`src/hw/tcc_pkg.sv`:
```
// shared constants for the 16-bit capture/compare timer
package tcc_pkg;
   localparam int CNT_W = 16;
   localparam logic [15:0] CNT_MAX = 16'hFFFF;
   localparam logic [15:0] CNT_ZERO = 16'h0000;
   localparam logic [15:0] CNT_ONE = 16'h0001;
   // register addresses
   localparam logic [3:0] A_MODE = 4'h0;
   localparam logic [3:0] A_CRC = 4'h1;
   localparam logic [3:0] A_TOC = 4'h2;
   localparam logic [3:0] A_PRM = 4'h3;
   localparam logic [3:0] A_CYC = 4'h4;
   localparam logic [3:0] A_DUTY = 4'h5;
   localparam logic [3:0] A_CNT = 4'h6;
   localparam logic [3:0] A_STAT = 4'h7;
   localparam logic [3:0] A_IRQ = 4'h8;
   // mode field encodings
   localparam logic [1:0] MD_STOP = 2'h0;
   localparam logic [1:0] MD_EDGE_CLR = 2'h1;
   localparam logic [1:0] MD_FREE = 2'h2;
   localparam logic [1:0] MD_MATCH_CLR = 2'h3;
   // edge select encodings
   localparam logic [1:0] ES_FALL = 2'h0;
   localparam logic [1:0] ES_RISE = 2'h1;
   localparam logic [1:0] ES_BOTH = 2'h3;
   // bit positions
   localparam int B_OVF = 2;
   localparam int B_EXTCLK = 3;
   localparam int B_CRC0 = 0;
   localparam int B_CRC1 = 1;
   localparam int B_CRC2 = 2;
   localparam int B_TOGC = 0;
   localparam int B_TOGD = 1;
   localparam int B_OSE = 2;
   localparam int B_OST = 3;
   localparam int B_TOE = 4;
   localparam int B_LVL = 5;
   // prescaler divide exponents selected by sample_clock_select
   localparam logic [3:0] PS_DIV1 = 4'h0;
   localparam logic [3:0] PS_DIV2 = 4'h2;
   localparam logic [3:0] PS_DIV3 = 4'h4;
   localparam logic [3:0] PS_DIV4 = 4'h6;
   localparam logic [1:0] EVT_ARM = 2'h2;
   localparam logic [15:0] ONES16 = 16'hFFFF;
endpackage

```
`src/hw/tcc_edge.sv`:
```
// two-sample noise filter and edge detector for one trigger pin
`timescale 1ns/100ps
module tcc_edge
   import tcc_pkg::*;
(
   // clock and reset
   input wire logic clk_in,
   input wire logic rst_n_in,
   // sampling
   input wire logic sample_in,
   input wire logic level_in,
   input wire logic run_in,
   input wire logic [1:0] edge_sel_in,
   // result
   output logic edge_out
);
   logic s1_q;
   logic s2_q;
   logic ref_q;
   logic stable;
   logic rise;
   logic fall;
   // valid level must be seen on two samples
   assign stable = (s1_q == s2_q);
   // reference resets low, so pin high at the first enable looks like a rise
   assign rise = run_in && stable && s2_q && !ref_q;
   assign fall = run_in && stable && !s2_q && ref_q;
   always_ff @(posedge clk_in or negedge rst_n_in) begin
      if (!rst_n_in) begin
         s1_q <= 1'b0;
         s2_q <= 1'b0;
      end else if (sample_in) begin
         s1_q <= level_in;
         s2_q <= s1_q;
      end
   end
   // reference holds last level seen while running; stop keeps it so re-enable sees a change
   always_ff @(posedge clk_in or negedge rst_n_in) begin
      if (!rst_n_in) begin
         ref_q <= 1'b0;
      end else if (sample_in && run_in && stable) begin
         ref_q <= s2_q;
      end
   end
   always_ff @(posedge clk_in or negedge rst_n_in) begin
      if (!rst_n_in) begin
         edge_out <= 1'b0;
      end else begin
         edge_out <= sample_in && ((rise && edge_sel_in != ES_FALL) || (fall && edge_sel_in != ES_RISE));
      end
   end
endmodule

```
`src/hw/tcc_timer.sv`:
```
// 16-bit timer with two capture/compare registers, one-shot and pulse output
`timescale 1ns/100ps
module tcc_timer
   import tcc_pkg::*;
#(
   parameter int PS_W = 7
) (
   // clock and reset
   input wire logic mclk_in,
   input wire logic nrst_in,
   // register port
   input wire logic [3:0] addr_in,
   input wire logic [15:0] wdata_in,
   input wire logic wr_in,
   input wire logic rd_in,
   output logic [15:0] rdata_out,
   // pins
   input wire logic trigger_input_first_in,
   input wire logic shared_port_pin_in,
   output logic timer_output_pin_out,
   output logic timer_output_pin_oe_out,
   // interrupt requests
   output logic cycle_match_irq_out,
   output logic duty_match_irq_out
);
   logic r1_q, rst_n;
   logic t0a_q, t0b_q, t1a_q, t1b_q;
   logic [3:0] mode_q;
   logic [2:0] crc_q;
   logic [5:0] toc_q;
   logic [5:0] prm_q;
   logic [15:0] cycle_capture_compare_q;
   logic [15:0] duty_capture_compare_q;
   logic [15:0] count_register_q;
   logic overflow_flag_q;
   logic ovf_hold_q;
   logic [1:0] irq_flag_q;
   logic [PS_W-1:0] ps_q;
   logic tick_q, fall_q;
   logic out_q, oneshot_q;
   logic [1:0] evt_q;
   logic cap0_q, cap1_q;
   logic run, tick, fall_tick, ext_clk;
   logic e0, e1, cnt_en, wrap, m_cyc, m_duty, clr;
   logic cap_cyc, cap_duty, osp;
   logic [3:0] div;
   logic [1:0] mode;
   // reset release and pin synchronisers
   always_ff @(posedge mclk_in or negedge nrst_in) begin
      if (!nrst_in) begin
         r1_q <= 1'b0;
         rst_n <= 1'b0;
      end else begin
         r1_q <= 1'b1;
         rst_n <= r1_q;
      end
   end
   always_ff @(posedge mclk_in or negedge rst_n) begin
      if (!rst_n) begin
         t0a_q <= 1'b0;
         t0b_q <= 1'b0;
         t1a_q <= 1'b0;
         t1b_q <= 1'b0;
      end else begin
         t0a_q <= trigger_input_first_in;
         t0b_q <= t0a_q;
         t1a_q <= shared_port_pin_in;
         t1b_q <= t1a_q;
      end
   end
   assign mode = mode_q[1:0];
   assign ext_clk = mode_q[B_EXTCLK];
   assign run = (mode != MD_STOP);
   // prescaler: rising half gives count tick, falling half gives capture strobe
   always_comb begin
      unique case (prm_q[1:0])
         2'h0: div = PS_DIV1;
         2'h1: div = PS_DIV2;
         2'h2: div = PS_DIV3;
         2'h3: div = PS_DIV4;
      endcase
   end
   always_ff @(posedge mclk_in or negedge rst_n) begin
      if (!rst_n) begin
         ps_q <= '0;
         tick_q <= 1'b0;
         fall_q <= 1'b0;
      end else begin
         ps_q <= ps_q + 1'b1;
         tick_q <= (div == PS_DIV1) || ((ps_q & PS_W'((1 << div) - 1)) == '0);
         fall_q <= (div == PS_DIV1) || ((ps_q & PS_W'((1 << div) - 1)) == PS_W'(1 << (div - 1'b1)));
      end
   end
   assign tick = tick_q;
   assign fall_tick = fall_q;
   // first pin filtered with fast clock as count clock, else count clock
   tcc_edge u_e0 (
      .clk_in(mclk_in),
      .rst_n_in(rst_n),
      .sample_in(ext_clk ? 1'b1 : tick),
      .level_in(t0b_q),
      .run_in(run),
      .edge_sel_in(prm_q[5:4]),
      .edge_out(e0)
   );
   tcc_edge u_e1 (
      .clk_in(mclk_in),
      .rst_n_in(rst_n),
      .sample_in(tick),
      .level_in(t1b_q),
      .run_in(run && !toc_q[B_TOE]),
      .edge_sel_in(prm_q[3:2]),
      .edge_out(e1)
   );
   // event counting waits for two edges
   always_ff @(posedge mclk_in or negedge rst_n) begin
      if (!rst_n) begin
         evt_q <= 2'h0;
      end else if (!run) begin
         evt_q <= 2'h0;
      end else if (ext_clk && e0 && evt_q != EVT_ARM) begin
         evt_q <= evt_q + 2'h1;
      end
   end
   assign cnt_en = run && (ext_clk ? (e0 && evt_q == EVT_ARM) : tick);
   assign osp = wr_in && addr_in == A_TOC && wdata_in[B_OST] && toc_q[B_OSE];
   assign clr = (mode == MD_EDGE_CLR && e0 && !ext_clk) || osp;
   assign wrap = cnt_en && count_register_q == CNT_MAX;
   assign m_cyc = cnt_en && count_register_q == cycle_capture_compare_q;
   assign m_duty = cnt_en && count_register_q == duty_capture_compare_q;
   always_ff @(posedge mclk_in or negedge rst_n) begin
      if (!rst_n) begin
         count_register_q <= CNT_ZERO;
      end else if (!run || clr) begin
         count_register_q <= CNT_ZERO;
      end else if (cnt_en) begin
         count_register_q <= (mode == MD_MATCH_CLR && m_cyc) ? CNT_ZERO : count_register_q + CNT_ONE;
      end
   end
   // captures latch on the falling half of the count clock
   assign cap_cyc = crc_q[B_CRC0] && !(crc_q[B_CRC1] && prm_q[5:4] == ES_BOTH)
      && (crc_q[B_CRC1] ? e0 : e1);
   assign cap_duty = crc_q[B_CRC2] && e0;
   always_ff @(posedge mclk_in or negedge rst_n) begin
      if (!rst_n) begin
         cap0_q <= 1'b0;
         cap1_q <= 1'b0;
      end else begin
         cap0_q <= run && (cap_cyc || (cap0_q && !fall_tick));
         cap1_q <= run && (cap_duty || (cap1_q && !fall_tick));
      end
   end
   // capture write wins over software write; stop mid-capture drops the pending capture and keeps the old value
   always_ff @(posedge mclk_in or negedge rst_n) begin
      if (!rst_n) begin
         cycle_capture_compare_q <= CNT_ZERO;
      end else if (cap0_q && fall_tick) begin
         cycle_capture_compare_q <= count_register_q;
      end else if (wr_in && addr_in == A_CYC) begin
         cycle_capture_compare_q <= wdata_in;
      end
   end
   // no double buffer: a duty rewrite takes effect at once and may re-match
   always_ff @(posedge mclk_in or negedge rst_n) begin
      if (!rst_n) begin
         duty_capture_compare_q <= CNT_ZERO;
      end else if (cap1_q && fall_tick) begin
         duty_capture_compare_q <= count_register_q;
      end else if (wr_in && addr_in == A_DUTY) begin
         duty_capture_compare_q <= wdata_in;
      end
   end
   // overflow flag: set wins; a clear before the next count is undone
   always_ff @(posedge mclk_in or negedge rst_n) begin
      if (!rst_n) begin
         overflow_flag_q <= 1'b0;
         ovf_hold_q <= 1'b0;
      end else begin
         if (wrap) begin
            ovf_hold_q <= 1'b1;
         end else if (cnt_en || !run) begin
            ovf_hold_q <= 1'b0;
         end
         if (wrap || ovf_hold_q) begin
            overflow_flag_q <= 1'b1;
         end else if (wr_in && addr_in == A_MODE && !wdata_in[B_OVF]) begin
            overflow_flag_q <= 1'b0;
         end
      end
   end
   // interrupt requests issue on a compare match, or on the rising count tick after a capture or a second-pin edge
   always_ff @(posedge mclk_in or negedge rst_n) begin
      if (!rst_n) begin
         irq_flag_q <= 2'h0;
         cycle_match_irq_out <= 1'b0;
         duty_match_irq_out <= 1'b0;
      end else begin
         irq_flag_q[0] <= (irq_flag_q[0] && !tick) || (cap0_q && fall_tick)
            || (crc_q[B_CRC1] && e1 && crc_q[B_CRC0]);
         irq_flag_q[1] <= (irq_flag_q[1] && !tick) || (cap1_q && fall_tick);
         cycle_match_irq_out <= (m_cyc && !crc_q[B_CRC0]) || (irq_flag_q[0] && tick);
         duty_match_irq_out <= (m_duty && !crc_q[B_CRC2]) || (irq_flag_q[1] && tick);
      end
   end
   // output: pulse mode sets on cycle match, clears on duty match; one-shot sets at duty, clears at cycle
   always_ff @(posedge mclk_in or negedge rst_n) begin
      if (!rst_n) begin
         out_q <= 1'b0;
         oneshot_q <= 1'b0;
      end else if (!run) begin
         out_q <= toc_q[B_LVL];
         oneshot_q <= 1'b0;
      end else if (toc_q[B_OSE]) begin
         if (clr) begin
            oneshot_q <= 1'b1;
         end else if (oneshot_q && m_duty) begin
            out_q <= 1'b1;
         end else if (oneshot_q && m_cyc) begin
            out_q <= 1'b0;
            oneshot_q <= 1'b0;
         end
      end else if (m_cyc && toc_q[B_TOGC]) begin
         out_q <= 1'b1;
      end else if (m_duty && toc_q[B_TOGD]) begin
         out_q <= 1'b0;
      end
   end
   always_ff @(posedge mclk_in or negedge rst_n) begin
      if (!rst_n) begin
         timer_output_pin_out <= 1'b0;
         timer_output_pin_oe_out <= 1'b0;
      end else begin
         timer_output_pin_out <= out_q;
         timer_output_pin_oe_out <= toc_q[B_TOE];
      end
   end
   // control registers
   always_ff @(posedge mclk_in or negedge rst_n) begin
      if (!rst_n) begin
         mode_q <= 4'h0;
         crc_q <= 3'h0;
         toc_q <= 6'h00;
         prm_q <= 6'h00;
      end else if (wr_in) begin
         if (addr_in == A_MODE) begin
            mode_q <= {wdata_in[B_EXTCLK], 1'b0, wdata_in[1:0]};
         end
         if (addr_in == A_CRC) begin
            crc_q <= wdata_in[2:0];
         end
         if (addr_in == A_TOC) begin
            toc_q <= {wdata_in[5:4], 1'b0, wdata_in[2:0]};
         end
         if (addr_in == A_PRM) begin
            prm_q <= wdata_in[5:0];
         end
      end
   end
   // read data one cycle after the strobe
   always_ff @(posedge mclk_in or negedge rst_n) begin
      if (!rst_n) begin
         rdata_out <= 16'h0000;
      end else if (rd_in) begin
         unique case (addr_in)
            A_MODE: rdata_out <= {12'h000, mode_q[3], overflow_flag_q, mode_q[1:0]};
            A_CRC: rdata_out <= {13'h0000, crc_q};
            A_TOC: rdata_out <= {10'h000, toc_q & 6'h37};
            A_PRM: rdata_out <= {10'h000, prm_q};
            A_CYC: rdata_out <= cycle_capture_compare_q;
            A_DUTY: rdata_out <= duty_capture_compare_q;
            A_CNT: rdata_out <= count_register_q;
            A_STAT: rdata_out <= {13'h0000, oneshot_q, out_q, run};
            default: rdata_out <= 16'h0000;
         endcase
      end
   end
endmodule

```
`config.mk`:
```
export PLATFORM = sky130hd
export DESIGN_NAME = tcc_timer
export DESIGN_NICKNAME = d
export VERILOG_FILES = /design/src/hw/tcc_pkg.sv /design/src/hw/tcc_edge.sv /design/src/hw/tcc_timer.sv
export SDC_FILE = /design/constraint.sdc
export NUM_CORES = 1
export LEC_CHECK = 0
export BUFFER_PORTS_ARGS = -buffer_cell sky130_fd_sc_hd__buf_2
export CAP_MARGIN = 30
export CORE_UTILIZATION = 67
export CTS_BUF_LIST = sky130_fd_sc_hd__clkbuf_4 sky130_fd_sc_hd__clkbuf_8
export CTS_CLUSTER_DIAMETER = 150
export DETAILED_ROUTE_END_ITERATION = 8
export PLACE_DENSITY = 0.88
export SYNTH_ARGS = -nofsm -noshare
export SYNTH_HDL_FRONTEND = slang
export SYNTH_SLANG_ARGS = --single-unit
export TNS_END_PERCENT = 50
```
`constraint.sdc`:
```
create_clock -name mclk_in -period 6.2 [get_ports mclk_in]
set_clock_uncertainty 0.05 [all_clocks]
set_input_delay 0 -clock mclk_in [delete_from_list [all_inputs] [get_ports mclk_in]]
set_output_delay 0 -clock mclk_in [all_outputs]
set_load 0.05 [all_outputs]
```
Word-level counts from Yosys, hierarchy flattened
Index checks and enable logic that the tools add are counted.
Word-level totals
  bits in registers: 118
  bits of input ports: 26
  word-level logic and storage cells: 210
Operators by class
  $add $sub $neg: 5
  equal/unequal tests: 30
  shifts and indexed selects: 2
  muxes and demuxes: 29
  bitwise gates (word level): 1
  reductions and logical operators: 106
Operators with widths (count)
  $pmux 16 s8: 1
  $mux 16: 7
  $logic_and 1x1->1: 60
  $eq 16x16->1: 2
  $mux 1: 18
  $add 16x1->16 const B: 1
  $eq 16x16->1 const B: 1
  $eq 4x3->1 const B: 4
  $pmux 4 s4: 1
  $reduce_bool 2->1: 8
  $logic_or 1x1->1: 15
  $shl 1x4->7 const A: 2
  $logic_not 1->1: 13
  $eq 2x2->1 const B: 5
  $eq 4x2->1 const B: 2
  $logic_not 4->1: 2
  $ne 4x2->1 const B: 2
  $reduce_and 2->1: 4
  $add 7x1->7 const B: 1
  $and 7x7->7: 1
  $eq 7x7->1: 1
  $logic_not 7->1: 1
  $sub 7x2->7 const B: 1
  $ne 2x1->1 const B: 3
  11 further kinds: 17

Longest topological paths before layout
  depth in word-level cells: 11
  depth in mapped cells: 9

Hierarchy
A second synthesis with hierarchy kept.
Second synthesis, totals
  cell total of the unflattened synthesis: 642
  area total of the unflattened synthesis: 6168.4 sq um
Modules (own cells, without submodules)
  tcc_timer: times used 1, cells an instance 608, area an instance 5818.1 sq um
  tcc_edge: times used 2, cells an instance 17, area an instance 175.2 sq um

Worst setup path before layout
OpenSTA, ideal clock, no wires.
  path kind: reg2reg
  start: register count_register_q[3]
  end: register out_q
  setup time: 128 ps
  data arrival time: 1967 ps
  data required time: 6022 ps
  path slack: 4056 ps
  cell stages (with the launch flop): 9
  buffers on the path: 1
  period minus slack after synthesis: 2144 ps
  cell sequence: dfrtp_1 > buf_6 > xor2_1 > nor4_1 > nand2_1 > nor4_4 > o211ai_1 > a22oi_1 > mux2_1
On the way
  word-level cells in the longest chain between the ends: 7
Ends and longest elaborated chain
  start, declared: line tcc_timer.sv:34  | logic [15:0] count_register_q;
  start signal, assigned: line tcc_timer.sv:137  | count_register_q <= (mode == MD_MATCH_CLR && m_cyc) ? CNT_ZERO : count_register_q + CNT_ONE;
  $eq 16x16->1: line tcc_timer.sv:130  | assign m_duty = cnt_en && count_register_q == duty_capture_compare_q;
  $logic_and 1x1->1: line tcc_timer.sv:130
  $logic_and 1x1->1: line tcc_timer.sv:216  | end else if (oneshot_q && m_duty) begin
  $mux 1: line tcc_timer.sv:216
  $mux 1: line tcc_timer.sv:214  | if (clr) begin
  $mux 1: line tcc_timer.sv:213  | end else if (toc_q[B_OSE]) begin
  $mux 1: line tcc_timer.sv:210  | end else if (!run) begin
  end signal, assigned: line tcc_timer.sv:211  | out_q <= toc_q[B_LVL];
  end, declared: line tcc_timer.sv:40  | logic out_q, oneshot_q;
Several ways; a longest one is shown, not always the timed one. The select of a mux whose other input is x is not followed.
A chain may end at the register's enable or synchronous reset.

Worst setup path in the final report
  start: register count_register_q[7]
  end: register count_register_q[1]
On the way
  word-level cells in the longest chain between the ends: 6
Ends and longest elaborated chain
  $eq 16x16->1: line tcc_timer.sv:129  | assign m_cyc = cnt_en && count_register_q == cycle_capture_compare_q;
  $logic_and 1x1->1: line tcc_timer.sv:129
  $logic_and 1x1->1: line tcc_timer.sv:137
  $mux 16: line tcc_timer.sv:137
  $mux 16: line tcc_timer.sv:136  | end else if (cnt_en) begin
  $mux 16: line tcc_timer.sv:134  | end else if (!run || clr) begin
Every way passes these cells. The select of a mux whose other input is x is not followed.

==> metrics.yaml <==
status: "finished clean"
layout_common_cells: "dfrtp_1 (116), nor2_1 (62), nand2_1 (53), mux2i_1 (47), buf_2 (45)"
postRouteAntennaNets: 0
period_needed_ns: 2.78
path_max_fanout: 16
path_cells: "xor2_1 > nor4_1 > nand2_1 > nand4b_1 > o211ai_2 > nor2_1 > a22o_1"
synth-simple-area-share: 0.148
fin_tns_setup_ns: 0
syn_nets: 644
drc: 0
r2r_setup_slack_ns: 3.42
rows: 34
crit_type: "reg -> reg"
grt_busiest_layer: "met2"
grt_pass1_vias: 5016
fmax_mhz: 360
rsz0062_at_grt: "no"
path_delay_family: "simple AND/OR/NAND/NOR gates"
maxCapViolCount: 0
yosys_warnings: 0
final_nets: 693
synthMuxAreaShare: 0.127
routed_wl_um: 15400
layout_commonest_cell: "dfrtp_1"
cts_htree_levels: 4
ys_ff_latch: 117
grtUsageTotal: 0.344
ys_types: 55
io_pins: 46
critical_path_depth: 7
timing.rr.end: "count_register_q[1]"
use_met3: 0.0719
cts-buffers-inserted: 17
dp_slack_ns: 3.50
startpoint: "count_register_q[7]"
cp_num_buf_inv: 0
reg2reg_from: "count_register_q[7]"
peakVddDrop_mv: 0.246
synth-compound-area-share: 0.113
post_cts_buffers: 0
worstPathArrival_ns: 3.05
dieArea_um2: 9490
synth_top_cells_by_area: "dfrtp_1 (48%), mux2i_1 (7.7%), mux2_2 (4.1%), xor2_1 (3.9%), nor2_1 (3.8%)"
synthXorXnorAreaFrac: 0.0732
drv_slew: 0
yosysTopAreaCell: "dfrtp_1"
portBuffers: 45
worst_pin_slew_ns: 0.974
setup_slack_ns: 3.42
async_reset_ff_frac: 1.00
cpMaxStageDelayCell: "o211ai_2"
first_iter_violations: 426
die_w_um: 97.4
viasPerCell: 6.36
n_antenna_cell: 0
cp-end-kind: "flip-flop"
grt_overflow_total: 0
met1_usage: 0.435
use_met2: 0.555
wl_per_cell_um: 19.7
place_congestion: 0.995
cts_sinks: 117
fp.dieH_um: 97.4
area_delta_synth_final_pct: 13.4
required_ns: 6.47
hp-class: "in -> reg"
setup_viol: 0
coreArea_um2: 8760
fin_crit_sh: 0.448
synth-main-ff-cell: "dfrtp_1"
slowest_delay_ns: 0.71
grt_max_degree: 63
grt_first_pass_wirelength_um: 25000
start_kind: "flip-flop"
dp_hpwl_um: 10300
leakage_nw: 3.29
synth_area_um2: 6100
syn_inst: 614
ys_seq_area_frac: 0.480
power_w: 0.00254
cellPowerDensity_nw_per_um2: 368
hold_start: "addr_in[2]"
clk_path_buf_depth: 2
clk_latency_ns: 0.44
synthAdderAreaFrac: 0.00821
dr.pass1.iters: 5
r2r_cells: 7
clkSlewWorstSetupHoldPaths_ns: 0.07
synth_edf_count: 0
drive_gt1_frac: 0.170
slew_headroom: 0.349
postSynthAreaPerCell_um2: 9.93
cts-root-buf: "clkbuf_8"
start_util: 0.696
crit_end: "count_register_q[1]"
synth_top_area_frac: 0.480
vias: 4979
hold_violations: 0
antenna_found_initial: 0
cts_tree: "done"
synth_top_family_by_area: "simple AND/OR/NAND/NOR gates"
## repair_timing
| item | in CTS | in global routing |
|---|---|---|
| hold buffers | 22 | 0 |
| gates resized for setup | 0 | 0 |
| endpoints found under the hold margin | 70 | 0 |
## area by class of cell
cell class | count | area, um^2
fillers | 537 | 1850
well taps | 108 | 135
clock inverters | 14 | 153
multi-input cells | 428 | 2870
inverters | 28 | 105
flip-flops and latches | 117 | 2930
clock buffers | 17 | 234
repair buffers | 71 | 487
## worst register-to-register path, stage by stage, from the launching register on
cell and delay (ns):
dfrtp_1 0.51, xor2_1 0.22, nor4_1 0.44, nand2_1 0.13
nand4b_1 0.31, o211ai_2 0.71, nor2_1 0.10, a22o_1 0.21
## sequential cells by signal (all words and copies together) (netlist names), 5 cells and up
register / count
duty_capture_compare_q: 16
prm_q: 6
ps_q: 6
count_register_q: 16
toc_q: 5
cycle_capture_compare_q: 16
rdata_out: 16
## how the worst min path moves through the flow
stage	endpoint	cells past startpoint
floorplan	r1_q	0
global placement	r1_q	1
detailed placement	r1_q	1
CTS	rdata_out[4]	3
global route	rdata_out[4]	3
finish	rdata_out[4]	3
## cell families after synthesis
family          after synthesis
fa+ha+maj                     4
xor+xnor                     51
other cells                   1
mux                          72
buf+inv                      69
compound gates              115
simple gates                185
flops                       117
## where the power goes
group          switching (W)  internal [W]  leakage (nW)
Combinational       0.000386      0.000279          1.63
Clock               0.000335      0.000358         0.185
Sequential          0.000233      0.000950          1.48
## synthesized netlist by cell type (3+ instances only)
cell type / instances
a21oi_1: 36
nor2b_1: 6
xor2_1: 27
buf_2: 13
a31oi_1: 3
buf_6: 3
mux2_2: 22
inv_1: 28
clkbuf_1: 17
nand3b_1: 5
nor2_1: 62
nor3b_1: 5
dfrtp_1: 117
and3_1: 5
nand2_1: 53
ha_1: 4
a22oi_1: 4
o22ai_1: 18
o21ai_0: 35
nand2b_1: 5
xnor2_1: 24
a221oi_1: 3
mux2i_1: 47
nand3_1: 19
buf_1: 6
nand4_1: 7
nor4_1: 5
## stage by stage
step	util	hold slack [ns]	std cells	area (um^2)
final	0.789	0.102	783	6910
after global routing	0.789	0.0968	783	6910
after floorplan	-	-0.346	614	6100
after CTS	0.787	0.0645	782	6900
after global placement	0.717	-0.264	728	6280
after detailed placement	0.718	-0.263	729	6290
## routing by layer
metal  wire [um]  up-vias
met5           0        -
met1        6110     2438
li1            -     2229
met2        7560      265
met3        1090       47
met4         650        0
Note: power is estimated with default switching activity, not from simulation.
